`config.mk`:
```
export PLATFORM = sky130hd
export DESIGN_NAME = fscr_regs
export DESIGN_NICKNAME = d
export VERILOG_FILES = /design/src/fscr_pkg.sv /design/src/fscr_regs.sv
export SDC_FILE = /design/constraint.sdc
export NUM_CORES = 1
export LEC_CHECK = 0
export BUFFER_PORTS_ARGS = -buffer_cell sky130_fd_sc_hd__buf_4
export CAP_MARGIN = 10
export CORE_ASPECT_RATIO = 0.75
export CORE_UTILIZATION = 59
export DETAILED_ROUTE_END_ITERATION = 7
export HOLD_SLACK_MARGIN = 0.03
export PLACE_DENSITY = 0.83
export SYNTH_ARGS = -nofsm -noshare
export SYNTH_HDL_FRONTEND = slang
export SYNTH_SLANG_ARGS = --single-unit
export TNS_END_PERCENT = 20
```
`constraint.sdc`:
```
create_clock -name i_clk -period 2.7 [get_ports i_clk]
set_clock_uncertainty 0.05 [all_clocks]
set_input_delay 0.54 -clock i_clk [delete_from_list [all_inputs] [get_ports i_clk]]
set_output_delay 0.54 -clock i_clk [all_outputs]
set_load 0.01 [all_outputs]
```
`src/fscr_pkg.sv`:
```
// Constants for the status-two / persistent config-one register block
package fscr_pkg;
  localparam logic [7:0] OPC_READ_STATUS_TWO = 8'h07;
  localparam logic [7:0] OPC_READ_ANY_REG = 8'h65;
  localparam logic [7:0] OPC_WRITE_REGISTERS = 8'h01;
  localparam logic [7:0] OPC_WRITE_ANY_REG = 8'h71;
  localparam logic [7:0] OPC_WRITE_LATCH_SET = 8'h06;
  localparam logic [7:0] OPC_CLEAR_STATUS = 8'h30;
  localparam logic [23:0] ADDR_STATUS_TWO_VOL = 24'h800001;
  localparam logic [23:0] ADDR_CONFIG_ONE_NV = 24'h000002;
  localparam int BIT_ERASE_FAIL = 6;
  localparam int BIT_PROG_FAIL = 5;
  localparam int BIT_ERASE_SUSP = 1;
  localparam int BIT_PROG_SUSP = 0;
  localparam int BIT_HALT_DEF = 7;
  localparam int BIT_CMP_DEF = 6;
  localparam int BIT_LOCK_LSB = 2;
  localparam int BIT_FOUR_DEF = 1;
  localparam int BIT_FREEZE_DEF = 0;
  localparam logic [7:0] RST_STATUS_TWO = 8'h00;
  localparam logic [7:0] RST_CONFIG_ONE = 8'h00;
  localparam logic [7:0] CFG_WRITABLE_MASK = 8'h42;
  localparam logic [7:0] CFG_OTP_LOCK_MASK = 8'h3c;
  localparam logic [2:0] REGION_PROTECT_ALL = 3'h7;
  localparam logic [2:0] ADDR_LAST_BYTE = 3'h2;
  localparam logic [2:0] WRR_CFG_BYTE = 3'h1;
  localparam logic [2:0] BIT_LAST = 3'h7;

  typedef enum logic [2:0] {
    FSCR_ST_CMD = 3'b000,
    FSCR_ST_ADDR = 3'b001,
    FSCR_ST_DIN = 3'b010,
    FSCR_ST_DOUT = 3'b011,
    FSCR_ST_IGNORE = 3'b100
  } fscr_state_e;
endpackage : fscr_pkg

```
`src/fscr_regs.sv`:
```
// Status-two and persistent config-one registers behind a sampled serial port
`timescale 1ns/100ps
module fscr_regs
  import fscr_pkg::*;
(
  // Clock and resets
  input wire logic i_clk,
  input wire logic i_nrst,
  input wire logic i_por_nrst,
  // Serial link, mode 0, sampled
  input wire logic i_sck,
  input wire logic i_cs_n,
  input wire logic i_si,
  output logic o_so,
  output logic o_so_oe,
  // Core events and states
  input wire logic i_erase_fail,
  input wire logic i_erase_protected_hit,
  input wire logic i_chip_erase_protected_hit,
  input wire logic i_program_fail,
  input wire logic i_program_protected_hit,
  input wire logic i_erase_suspended,
  input wire logic i_program_suspended,
  input wire logic [2:0] i_region_protect_select,
  // Status and volatile copies
  output logic o_busy,
  output logic o_write_latch,
  output logic o_halt_status,
  output logic o_complement_protect,
  output logic [3:0] o_region_lock,
  output logic o_four_bit_width,
  output logic o_register_freeze_bit
);

  logic [2:0] sck_s;
  logic [1:0] cs_s;
  logic [1:0] si_s;
  fscr_state_e state_reg;
  logic [2:0] bit_cnt_reg;
  logic [2:0] byte_cnt_reg;
  logic [7:0] shift_reg;
  logic [7:0] op_reg;
  logic [23:0] addr_reg;
  logic [7:0] tx_reg;
  logic erase_fail_reg;
  logic prog_fail_reg;
  logic erase_susp_reg;
  logic prog_susp_reg;
  logic wel_reg;
  logic [7:0] cfg_nv_reg;
  logic erase_fail_next;
  logic prog_fail_next;
  logic [7:0] cfg_nv_next;
  logic [7:0] status_two;
  logic [7:0] rx_byte;
  logic sck_rise;
  logic sck_fall;
  logic cs_active;
  logic byte_done;
  logic clear_pulse;
  logic latch_pulse;
  logic cfg_write;
  logic frozen;

  function automatic logic [7:0] reg_read(input logic [23:0] addr, input logic [7:0] st,
                                          input logic [7:0] cfg);
    logic [7:0] val;
    val = 8'h00;
    if (addr == ADDR_STATUS_TWO_VOL) begin
      val = st;
    end else if (addr == ADDR_CONFIG_ONE_NV) begin
      val = cfg;
    end
    return val;
  endfunction : reg_read

  // Single-byte command seen: eighth bit of the opcode byte
  function automatic logic opcode_strobe(input logic done, input fscr_state_e st,
                                         input logic [7:0] rx, input logic [7:0] opc);
    return done && (st == FSCR_ST_CMD) && (rx == opc);
  endfunction : opcode_strobe

  // Link pins pass two flops; edge logic looks only at the second and later
  always_ff @(posedge i_clk) begin
    if (!i_nrst) begin
      sck_s <= 3'h0;
      cs_s <= 2'h3;
      si_s <= 2'h0;
    end else begin
      sck_s <= {sck_s[1:0], i_sck};
      cs_s <= {cs_s[0], i_cs_n};
      si_s <= {si_s[0], i_si};
    end
  end

  assign sck_rise = sck_s[1] & ~sck_s[2];
  assign sck_fall = ~sck_s[1] & sck_s[2];
  assign cs_active = ~cs_s[1];
  assign rx_byte = {shift_reg[6:0], si_s[1]};
  assign byte_done = cs_active && sck_rise && (bit_cnt_reg == BIT_LAST);

  // Reserved bits forced to zero
  always_comb begin
    status_two = RST_STATUS_TWO;
    status_two[BIT_ERASE_FAIL] = erase_fail_reg;
    status_two[BIT_PROG_FAIL] = prog_fail_reg;
    status_two[BIT_ERASE_SUSP] = erase_susp_reg;
    status_two[BIT_PROG_SUSP] = prog_susp_reg;
  end

  // Command decode and shifting
  always_ff @(posedge i_clk) begin
    if (!i_nrst || !cs_active) begin
      state_reg <= FSCR_ST_CMD;
      bit_cnt_reg <= 3'h0;
      byte_cnt_reg <= 3'h0;
      shift_reg <= 8'h00;
      op_reg <= 8'h00;
      addr_reg <= 24'h000000;
      tx_reg <= 8'h00;
    end else if (sck_rise) begin
      shift_reg <= rx_byte;
      bit_cnt_reg <= bit_cnt_reg + 3'h1;
      if (byte_done) begin
        case (state_reg)
          FSCR_ST_CMD: begin
            op_reg <= rx_byte;
            byte_cnt_reg <= 3'h0;
            case (rx_byte)
              OPC_READ_STATUS_TWO: begin
                state_reg <= FSCR_ST_DOUT;
                addr_reg <= ADDR_STATUS_TWO_VOL;
                tx_reg <= status_two;
              end
              OPC_READ_ANY_REG: begin
                state_reg <= FSCR_ST_ADDR;
              end
              OPC_WRITE_ANY_REG: begin
                state_reg <= o_busy ? FSCR_ST_IGNORE : FSCR_ST_ADDR;
              end
              OPC_WRITE_REGISTERS: begin
                state_reg <= o_busy ? FSCR_ST_IGNORE : FSCR_ST_DIN;
              end
              default: begin
                state_reg <= FSCR_ST_IGNORE;
              end
            endcase
          end
          FSCR_ST_ADDR: begin
            addr_reg <= {addr_reg[15:0], rx_byte};
            byte_cnt_reg <= byte_cnt_reg + 3'h1;
            if (byte_cnt_reg == ADDR_LAST_BYTE) begin
              byte_cnt_reg <= 3'h0;
              if (op_reg == OPC_WRITE_ANY_REG) begin
                state_reg <= FSCR_ST_DIN;
              end else begin
                state_reg <= FSCR_ST_DOUT;
                // No dummy byte: data must be ready before the next falling edge
                tx_reg <= reg_read({addr_reg[15:0], rx_byte}, status_two, cfg_nv_reg);
              end
            end
          end
          FSCR_ST_DIN: begin
            // Write-registers: byte 0 belongs to status one, byte 1 is the config
            byte_cnt_reg <= byte_cnt_reg + 3'h1;
            if (op_reg == OPC_WRITE_ANY_REG || byte_cnt_reg == WRR_CFG_BYTE) begin
              state_reg <= FSCR_ST_IGNORE;
            end
          end
          FSCR_ST_DOUT: begin
            // Same register streams out until chip select rises
            tx_reg <= reg_read(addr_reg, status_two, cfg_nv_reg);
          end
          default: begin
            state_reg <= FSCR_ST_IGNORE;
          end
        endcase
      end
    end else if (sck_fall && state_reg == FSCR_ST_DOUT) begin
      tx_reg <= {tx_reg[6:0], 1'b0};
    end
  end

  // Data out changes on the falling edge so the host samples it on the rise
  always_ff @(posedge i_clk) begin
    if (!i_nrst) begin
      o_so <= 1'b0;
      o_so_oe <= 1'b0;
    end else begin
      o_so_oe <= cs_active && (state_reg == FSCR_ST_DOUT);
      if (sck_fall && cs_active && state_reg == FSCR_ST_DOUT) begin
        o_so <= tx_reg[7];
      end
    end
  end

  assign clear_pulse = opcode_strobe(byte_done, state_reg, rx_byte, OPC_CLEAR_STATUS);
  assign latch_pulse = opcode_strobe(byte_done, state_reg, rx_byte, OPC_WRITE_LATCH_SET);
  // Either the one-time default or its volatile copy blocks register writes
  assign frozen = cfg_nv_reg[BIT_FREEZE_DEF] | o_register_freeze_bit;
  // Second data byte of write-registers, or write-any-register at the config address
  assign cfg_write = byte_done && state_reg == FSCR_ST_DIN && wel_reg && !frozen &&
                     (((op_reg == OPC_WRITE_REGISTERS) && (byte_cnt_reg == WRR_CFG_BYTE)) ||
                      ((op_reg == OPC_WRITE_ANY_REG) && (addr_reg == ADDR_CONFIG_ONE_NV)));

  // Failure flags: hardware set wins over a clear in the same cycle
  always_comb begin
    erase_fail_next = erase_fail_reg;
    prog_fail_next = prog_fail_reg;
    if (clear_pulse) begin
      erase_fail_next = 1'b0;
      prog_fail_next = 1'b0;
    end
    if (i_erase_fail || i_erase_protected_hit || i_chip_erase_protected_hit) begin
      erase_fail_next = 1'b1;
    end
    if (i_program_fail || i_program_protected_hit) begin
      prog_fail_next = 1'b1;
    end
  end

  // No write path reaches these flags
  always_ff @(posedge i_clk) begin
    if (!i_nrst) begin
      erase_fail_reg <= 1'b0;
      prog_fail_reg <= 1'b0;
      o_busy <= 1'b0;
    end else begin
      erase_fail_reg <= erase_fail_next;
      prog_fail_reg <= prog_fail_next;
      o_busy <= erase_fail_next | prog_fail_next;
    end
  end

  // Suspend bits mirror the core's states; no command path reaches them
  always_ff @(posedge i_clk) begin
    if (!i_nrst) begin
      erase_susp_reg <= 1'b0;
      prog_susp_reg <= 1'b0;
    end else begin
      erase_susp_reg <= i_erase_suspended;
      prog_susp_reg <= i_program_suspended;
    end
  end

  // Write latch: only an accepted config write consumes it, clear-status drops it too
  always_ff @(posedge i_clk) begin
    if (!i_nrst) begin
      wel_reg <= 1'b0;
    end else if (latch_pulse) begin
      wel_reg <= 1'b1;
    end else if (clear_pulse || cfg_write) begin
      wel_reg <= 1'b0;
    end
  end

  assign o_write_latch = wel_reg;

  // One-time bits only OR in; halt default is never written
  always_comb begin
    cfg_nv_next = cfg_nv_reg;
    cfg_nv_next[BIT_CMP_DEF] = rx_byte[BIT_CMP_DEF];
    cfg_nv_next[BIT_FOUR_DEF] = rx_byte[BIT_FOUR_DEF];
    cfg_nv_next = cfg_nv_next | (rx_byte & CFG_OTP_LOCK_MASK);
    if (i_region_protect_select == REGION_PROTECT_ALL) begin
      cfg_nv_next[BIT_FREEZE_DEF] = cfg_nv_reg[BIT_FREEZE_DEF] | rx_byte[BIT_FREEZE_DEF];
    end
    cfg_nv_next[BIT_HALT_DEF] = 1'b0;
  end

  // Persistent cells survive the ordinary reset; only power-on clears them
  always_ff @(posedge i_clk) begin
    if (!i_por_nrst) begin
      cfg_nv_reg <= RST_CONFIG_ONE;
    end else if (cfg_write) begin
      cfg_nv_reg <= cfg_nv_next;
    end
  end

  // Volatile copies load from the persistent defaults while reset is held
  always_ff @(posedge i_clk) begin
    if (!i_nrst) begin
      o_complement_protect <= cfg_nv_reg[BIT_CMP_DEF];
      o_four_bit_width <= cfg_nv_reg[BIT_FOUR_DEF];
      o_register_freeze_bit <= cfg_nv_reg[BIT_FREEZE_DEF];
    end
  end

  // Halt status starts from its default, then follows the core's suspend states
  always_ff @(posedge i_clk) begin
    if (!i_nrst) begin
      o_halt_status <= cfg_nv_reg[BIT_HALT_DEF];
    end else begin
      o_halt_status <= i_erase_suspended | i_program_suspended;
    end
  end

  // Lock copies track the one-time cells in and out of reset
  always_ff @(posedge i_clk) begin
    o_region_lock <= cfg_nv_reg[BIT_LOCK_LSB +: 4];
  end

endmodule : fscr_regs

```
# After elaboration in Yosys (flattened, before gate mapping)
# Index checks and enable logic that the tools add are counted.
# totals
elab_cells	127
inputBits	16
regBits	86
# classes
n_reduce_logical	34
muxes	29
n_eq_ne	27
bitwise_logic	11
addsub	2
# op_table
op	n
equality test 24 x 2 -> 1 bit (second input constant)	2
equality test 24 bit (second input constant)	2
two-way mux 8 bit	6
case mux 24 bit (2 select lines)	1
two-way mux 7 bit	4
equality test 8 x 7 -> 1 bit (second input constant)	3
two-way mux 24 bit	1
case mux 3 bit (4 select lines)	2
case mux 8 bit (3 select lines)	1
equality test 8 x 1 -> 1 bit (second input constant)	2
equality test 8 x 3 -> 1 bit (second input constant)	2
logical AND 1 bit	15
two-way mux 3 bit	5
equality test 3 x 2 -> 1 bit (second input constant)	3
case mux 3 bit (3 select lines)	1
equality test 8 x 6 -> 1 bit (second input constant)	1
two-way mux 1 bit	8
logical OR 1 bit	7
bitwise OR 7 x 6 -> 7 bit	1
adder 3 x 1 -> 3 bit (second input constant)	2
equality test 3 x 1 -> 1 bit (second input constant)	2
equality test 3 bit (second input constant)	2
!= test 3 bit (second input constant)	2
AND reduction 3 bit	2
other kinds (14)	26

# Logic depth before layout (Yosys ltp)
# logic_depth
word_depth	11
depth_mapped	9

# Least setup slack after synthesis
# OpenSTA, ideal clock, no wires.
# synth_timing
path_kind	register to register
start	register shift_reg[3]
end	register addr_reg[10]
path_stages_with_launch	10
setup_time_ns	0.132
period_less_slack_ns	2.040
t_arrival_ns	1.858
slack_ns	0.660
path_cell_list	dfxtp_1 -> buf_6 -> or3_4 -> nor4_4 -> nor2_1 -> or2_2 -> clkbuf_1 -> clkbuf_1 -> nand2_1 -> a21oi_1
# synth_between
elab_chain_len	3
# synth_lines
item	line	text
start: declaration	fscr_regs.sv:41	logic [7:0] shift_reg;
start signal: assignment	fscr_regs.sv:122	shift_reg <= rx_byte;
equality test 8 x 3 -> 1 bit	fscr_regs.sv:129	case (rx_byte)
!= test 2 x 1 -> 1 bit (no source line)	-	
AND reduction 4 bit (no source line)	-	
end signal: assignment	fscr_regs.sv:150	addr_reg <= {addr_reg[15:0], rx_byte};
end: declaration	fscr_regs.sv:43	logic [23:0] addr_reg;
# No other way between the ends.
# A chain may end at the register's enable or synchronous reset.

# Worst setup path after layout
# layout_timing
start	register shift_reg[4]
end	register tx_reg[5]
# layout_between
elab_chain_len	8
word_cells_on_any_way	12
cone_classes	4 x eq/ne; 7 x mux; 1 x reduce/logical
# layout_lines
item	line	text
equality test 24 x 2 -> 1 bit	fscr_regs.sv:71	end else if (addr == ADDR_CONFIG_ONE_NV) begin
two-way mux 7 bit	fscr_regs.sv:71	
two-way mux 7 bit	fscr_regs.sv:69	if (addr == ADDR_STATUS_TWO_VOL) begin
two-way mux 8 bit	fscr_regs.sv:154	if (op_reg == OPC_WRITE_ANY_REG) begin
two-way mux 8 bit	fscr_regs.sv:152	if (byte_cnt_reg == ADDR_LAST_BYTE) begin
case mux 8 bit (3 select lines)	fscr_regs.sv:125	case (state_reg)
two-way mux 8 bit	fscr_regs.sv:124	if (byte_done) begin
two-way mux 8 bit	fscr_regs.sv:121	end else if (sck_rise) begin
end signal: assignment	fscr_regs.sv:133	tx_reg <= status_two;
end signal: assignment	fscr_regs.sv:159	tx_reg <= reg_read({addr_reg[15:0], rx_byte}, status_two, cfg_nv_reg);
end signal: assignment	fscr_regs.sv:172	tx_reg <= reg_read(addr_reg, status_two, cfg_nv_reg);
end: declaration	fscr_regs.sv:44	logic [7:0] tx_reg;
# Several ways; a longest one is shown, not always the timed one. The select of a mux whose other input is x is not followed.

==> metrics.txt <==
Final Setup Violations 0; P per Cell Area 535 nW/um2; max-slew violations 0; max reg flops 24; Worst Hold Class input pin to flop; Detailed Route WL 8.58 mm; first-pass GRT wire length 14.0 mm; Netlist cell types 56; Fin Setup TNS 0 ps; Yosys top cell area share 45.6%; Worst setup SP type flop; vias 3214; Hold Slack 314 ps; Starting Density 61.9%; kind of critical path flop to flop; Syn Inst Count 430; full die area 6490 um2; CP arrival 2480 ps; syn_area_per_cell 8.47 um2; Filler Cells Inserted 474; WL/cell 16.1 um; Synth area leaders dfxtp_1, nand2_1, a21oi_1; # IOs 28; initial antenna violation count 0; routed wire length on met3 705 um; Core Region 5890 um2; top sig layer met4; Reg power frac 59.2%; Worst Path Max Fanout 9; Max-Cap Viols 0; worst-case headroom to the max-slew limit 44.6%; WP buf/inv 0; Tmin final 2230 ps; DRC violations left 0; RSZ-0062 raised after global routing no; sw frac 23.8%; clk_lat worst skew 360 ps; Int Pwr 1670 uW; top_reg_cell synth dfxtp_1; Seq/Total Area, Yosys 48.1%; Post-synth EDFFs 3; async set-reset flop share out of synthesis 0%; clock sink total 86; diodes inserted 0; vias in the first global route 2891; P_leak 0.00140 uW; IO Port Bufs 27; wire length on met2 3.74 mm; crit path cell chain or3_4 > nor4_4 > nor4_2 > or4_4 > nor2_4 > a221o_1; largest net degree at the start of global routing 45; Worst-path clk slew 90 ps; synthesized net count 451; Final ANT Viol Nets 0; clock network power share 37.8%; Comb pwr share 3.0%; HPWL Detailed 6.25 mm; Fmax 0.448 GHz; DR pass1 iterations 5; Hold-fix buffers, CTS 0; root buffer cell clkbuf_8; Routability Congestion 0.935; Tcrit/Tclk final 82.7%; worst vdd ir 0.000554 V; WL met1 4.05 mm; height of the chip 70.0 um; synthesized area 3640 um2; status finished, final reports clean; Post CTS Setup Buffer Count 0; Slew @ Worst Pin 831 ps; H-tree levels 3; cell family with most CP delay simple AND/OR/NAND/NOR gates; CTS buffer count 9; DRT iter0 DRCs 238; FP Rows 24; Worst path max stage delay 540 ps; CTS tree built; #FFs+latches synth 86; Post-CTS Resized 0; synth warn 0; P&R area growth vs syn 12.2%; share of post-route cells with drive strength above 1 15.1%; gr usage total 27.9%; Final Hold Fails 0; nets@finish 472; GR Overflow Total 0; clock tree buffer depth 2; via density per instance 6.02; Die W 92.7 um; CP Data Required Time 2950 ps; Synth area leader dfxtp_1; Post-Route Utilization 69.4%; Crit. End Element flop; NetSw 520 uW; slowest CP cell or4_4
## final timing paths
check,start,to,slack (ps),depth (start not counted)
min,i_cs_n,cs_s[0],310,2
max reg2reg,shift_reg[4],tx_reg[5],470,6
min reg2reg,cfg_nv_reg[3],o_region_lock[1],340,0
max,shift_reg[4],tx_reg[5],470,6
## per-stage QoR
stage	worst slack, ps	cells	total power [uW]	area [um2]
detailed placement	501	518	1390	3910
global route	285	534	2260	4090
finish	468	534	2190	4090
global placement	563	518	1390	3910
floorplan	660	430	1350	3640
CTS	481	534	2190	4090
## synth_stat cells, drive strengths merged (3+ instances only)
cell and number:
a211oi 3, a21oi 45, a221o 3, a221oi 4
a31oi 4, and2 7, buf 10, clkbuf 18
dfxtp 83, edfxtp 3, ha 5, inv 9
mux2i 8, nand2 66, nand2b 9, nand3 35
nor2 40, nor2b 3, nor3 15, nor3b 4
nor4 8, nor4b 3, o21ai 12
## layer usage
metal / track usage (%) / vias to the layer above
li1: - / 1550
met1: 40.3 / 1509
met2: 39.8 / 143
met3: 8.06 / 12
met4: 9.91 / 0
met5: 0 / -
## final cells by class
cell class,instances,area [um2],share of cell area (%)
clock buffer,10,128,3.12
clock inverter,6,50.0,1.23
inverter,9,33.8,0.827
multi-input combinational,307,1740,42.6
sequential,86,1750,42.9
tap,78,97.6,2.39
timing repair buffer,38,285,6.98
## power groups by stage
stage,Combinational [uW],Clock [uW],Sequential [uW]
finish,65.3,827,1290
global route,70.9,899,1290
CTS,65.3,835,1290
detailed placement,65.0,0,1320
global placement,63.1,0,1320
floorplan,29.8,0,1320
## placed cells by master (no fill, tap or decap), types with 4 or more instances in the layout
cell      synthesis  layout
nor3_1           15      15
mux2i_1           8       8
nand2b_1          9       8
buf_4             0      38
nand2_1          66      66
a221oi_1          4       4
nor2_1           37      37
a31oi_1           4       4
o21ai_0          12      12
clkbuf_8          0       9
ha_1              5       5
inv_6             0       4
inv_1             9       9
nand3_1          35      35
dfxtp_1          83      83
and2_1            7       7
nor4_1            6       6
a21oi_1          45      45
## cell families (layout without fill, tap and decap cells)
| kind of cell | after synthesis | count (layout) | share of synthesized area, % |
|---|---|---|---|
| flip-flops | 86 | 86 | 48.1 |
| multiplexers | 9 | 9 | 2.51 |
| buffers and inverters | 37 | 63 | 4.23 |
| AO/OA/AOI/OAI | 86 | 86 | 14.4 |
| AND/OR/NAND/NOR | 206 | 206 | 28.9 |
| XOR/XNOR | 1 | 1 | 0.241 |
| adder cells (fa/ha/maj) | 5 | 5 | 1.72 |
## worst reg2reg max path, cell delays in order (launching register included)
cell,delay (ps)
dfxtp_1,430
or3_4,460
nor4_4,280
nor4_2,110
or4_4,540
nor2_4,160
a221o_1,150
Power figures use the tool's default switching activity.
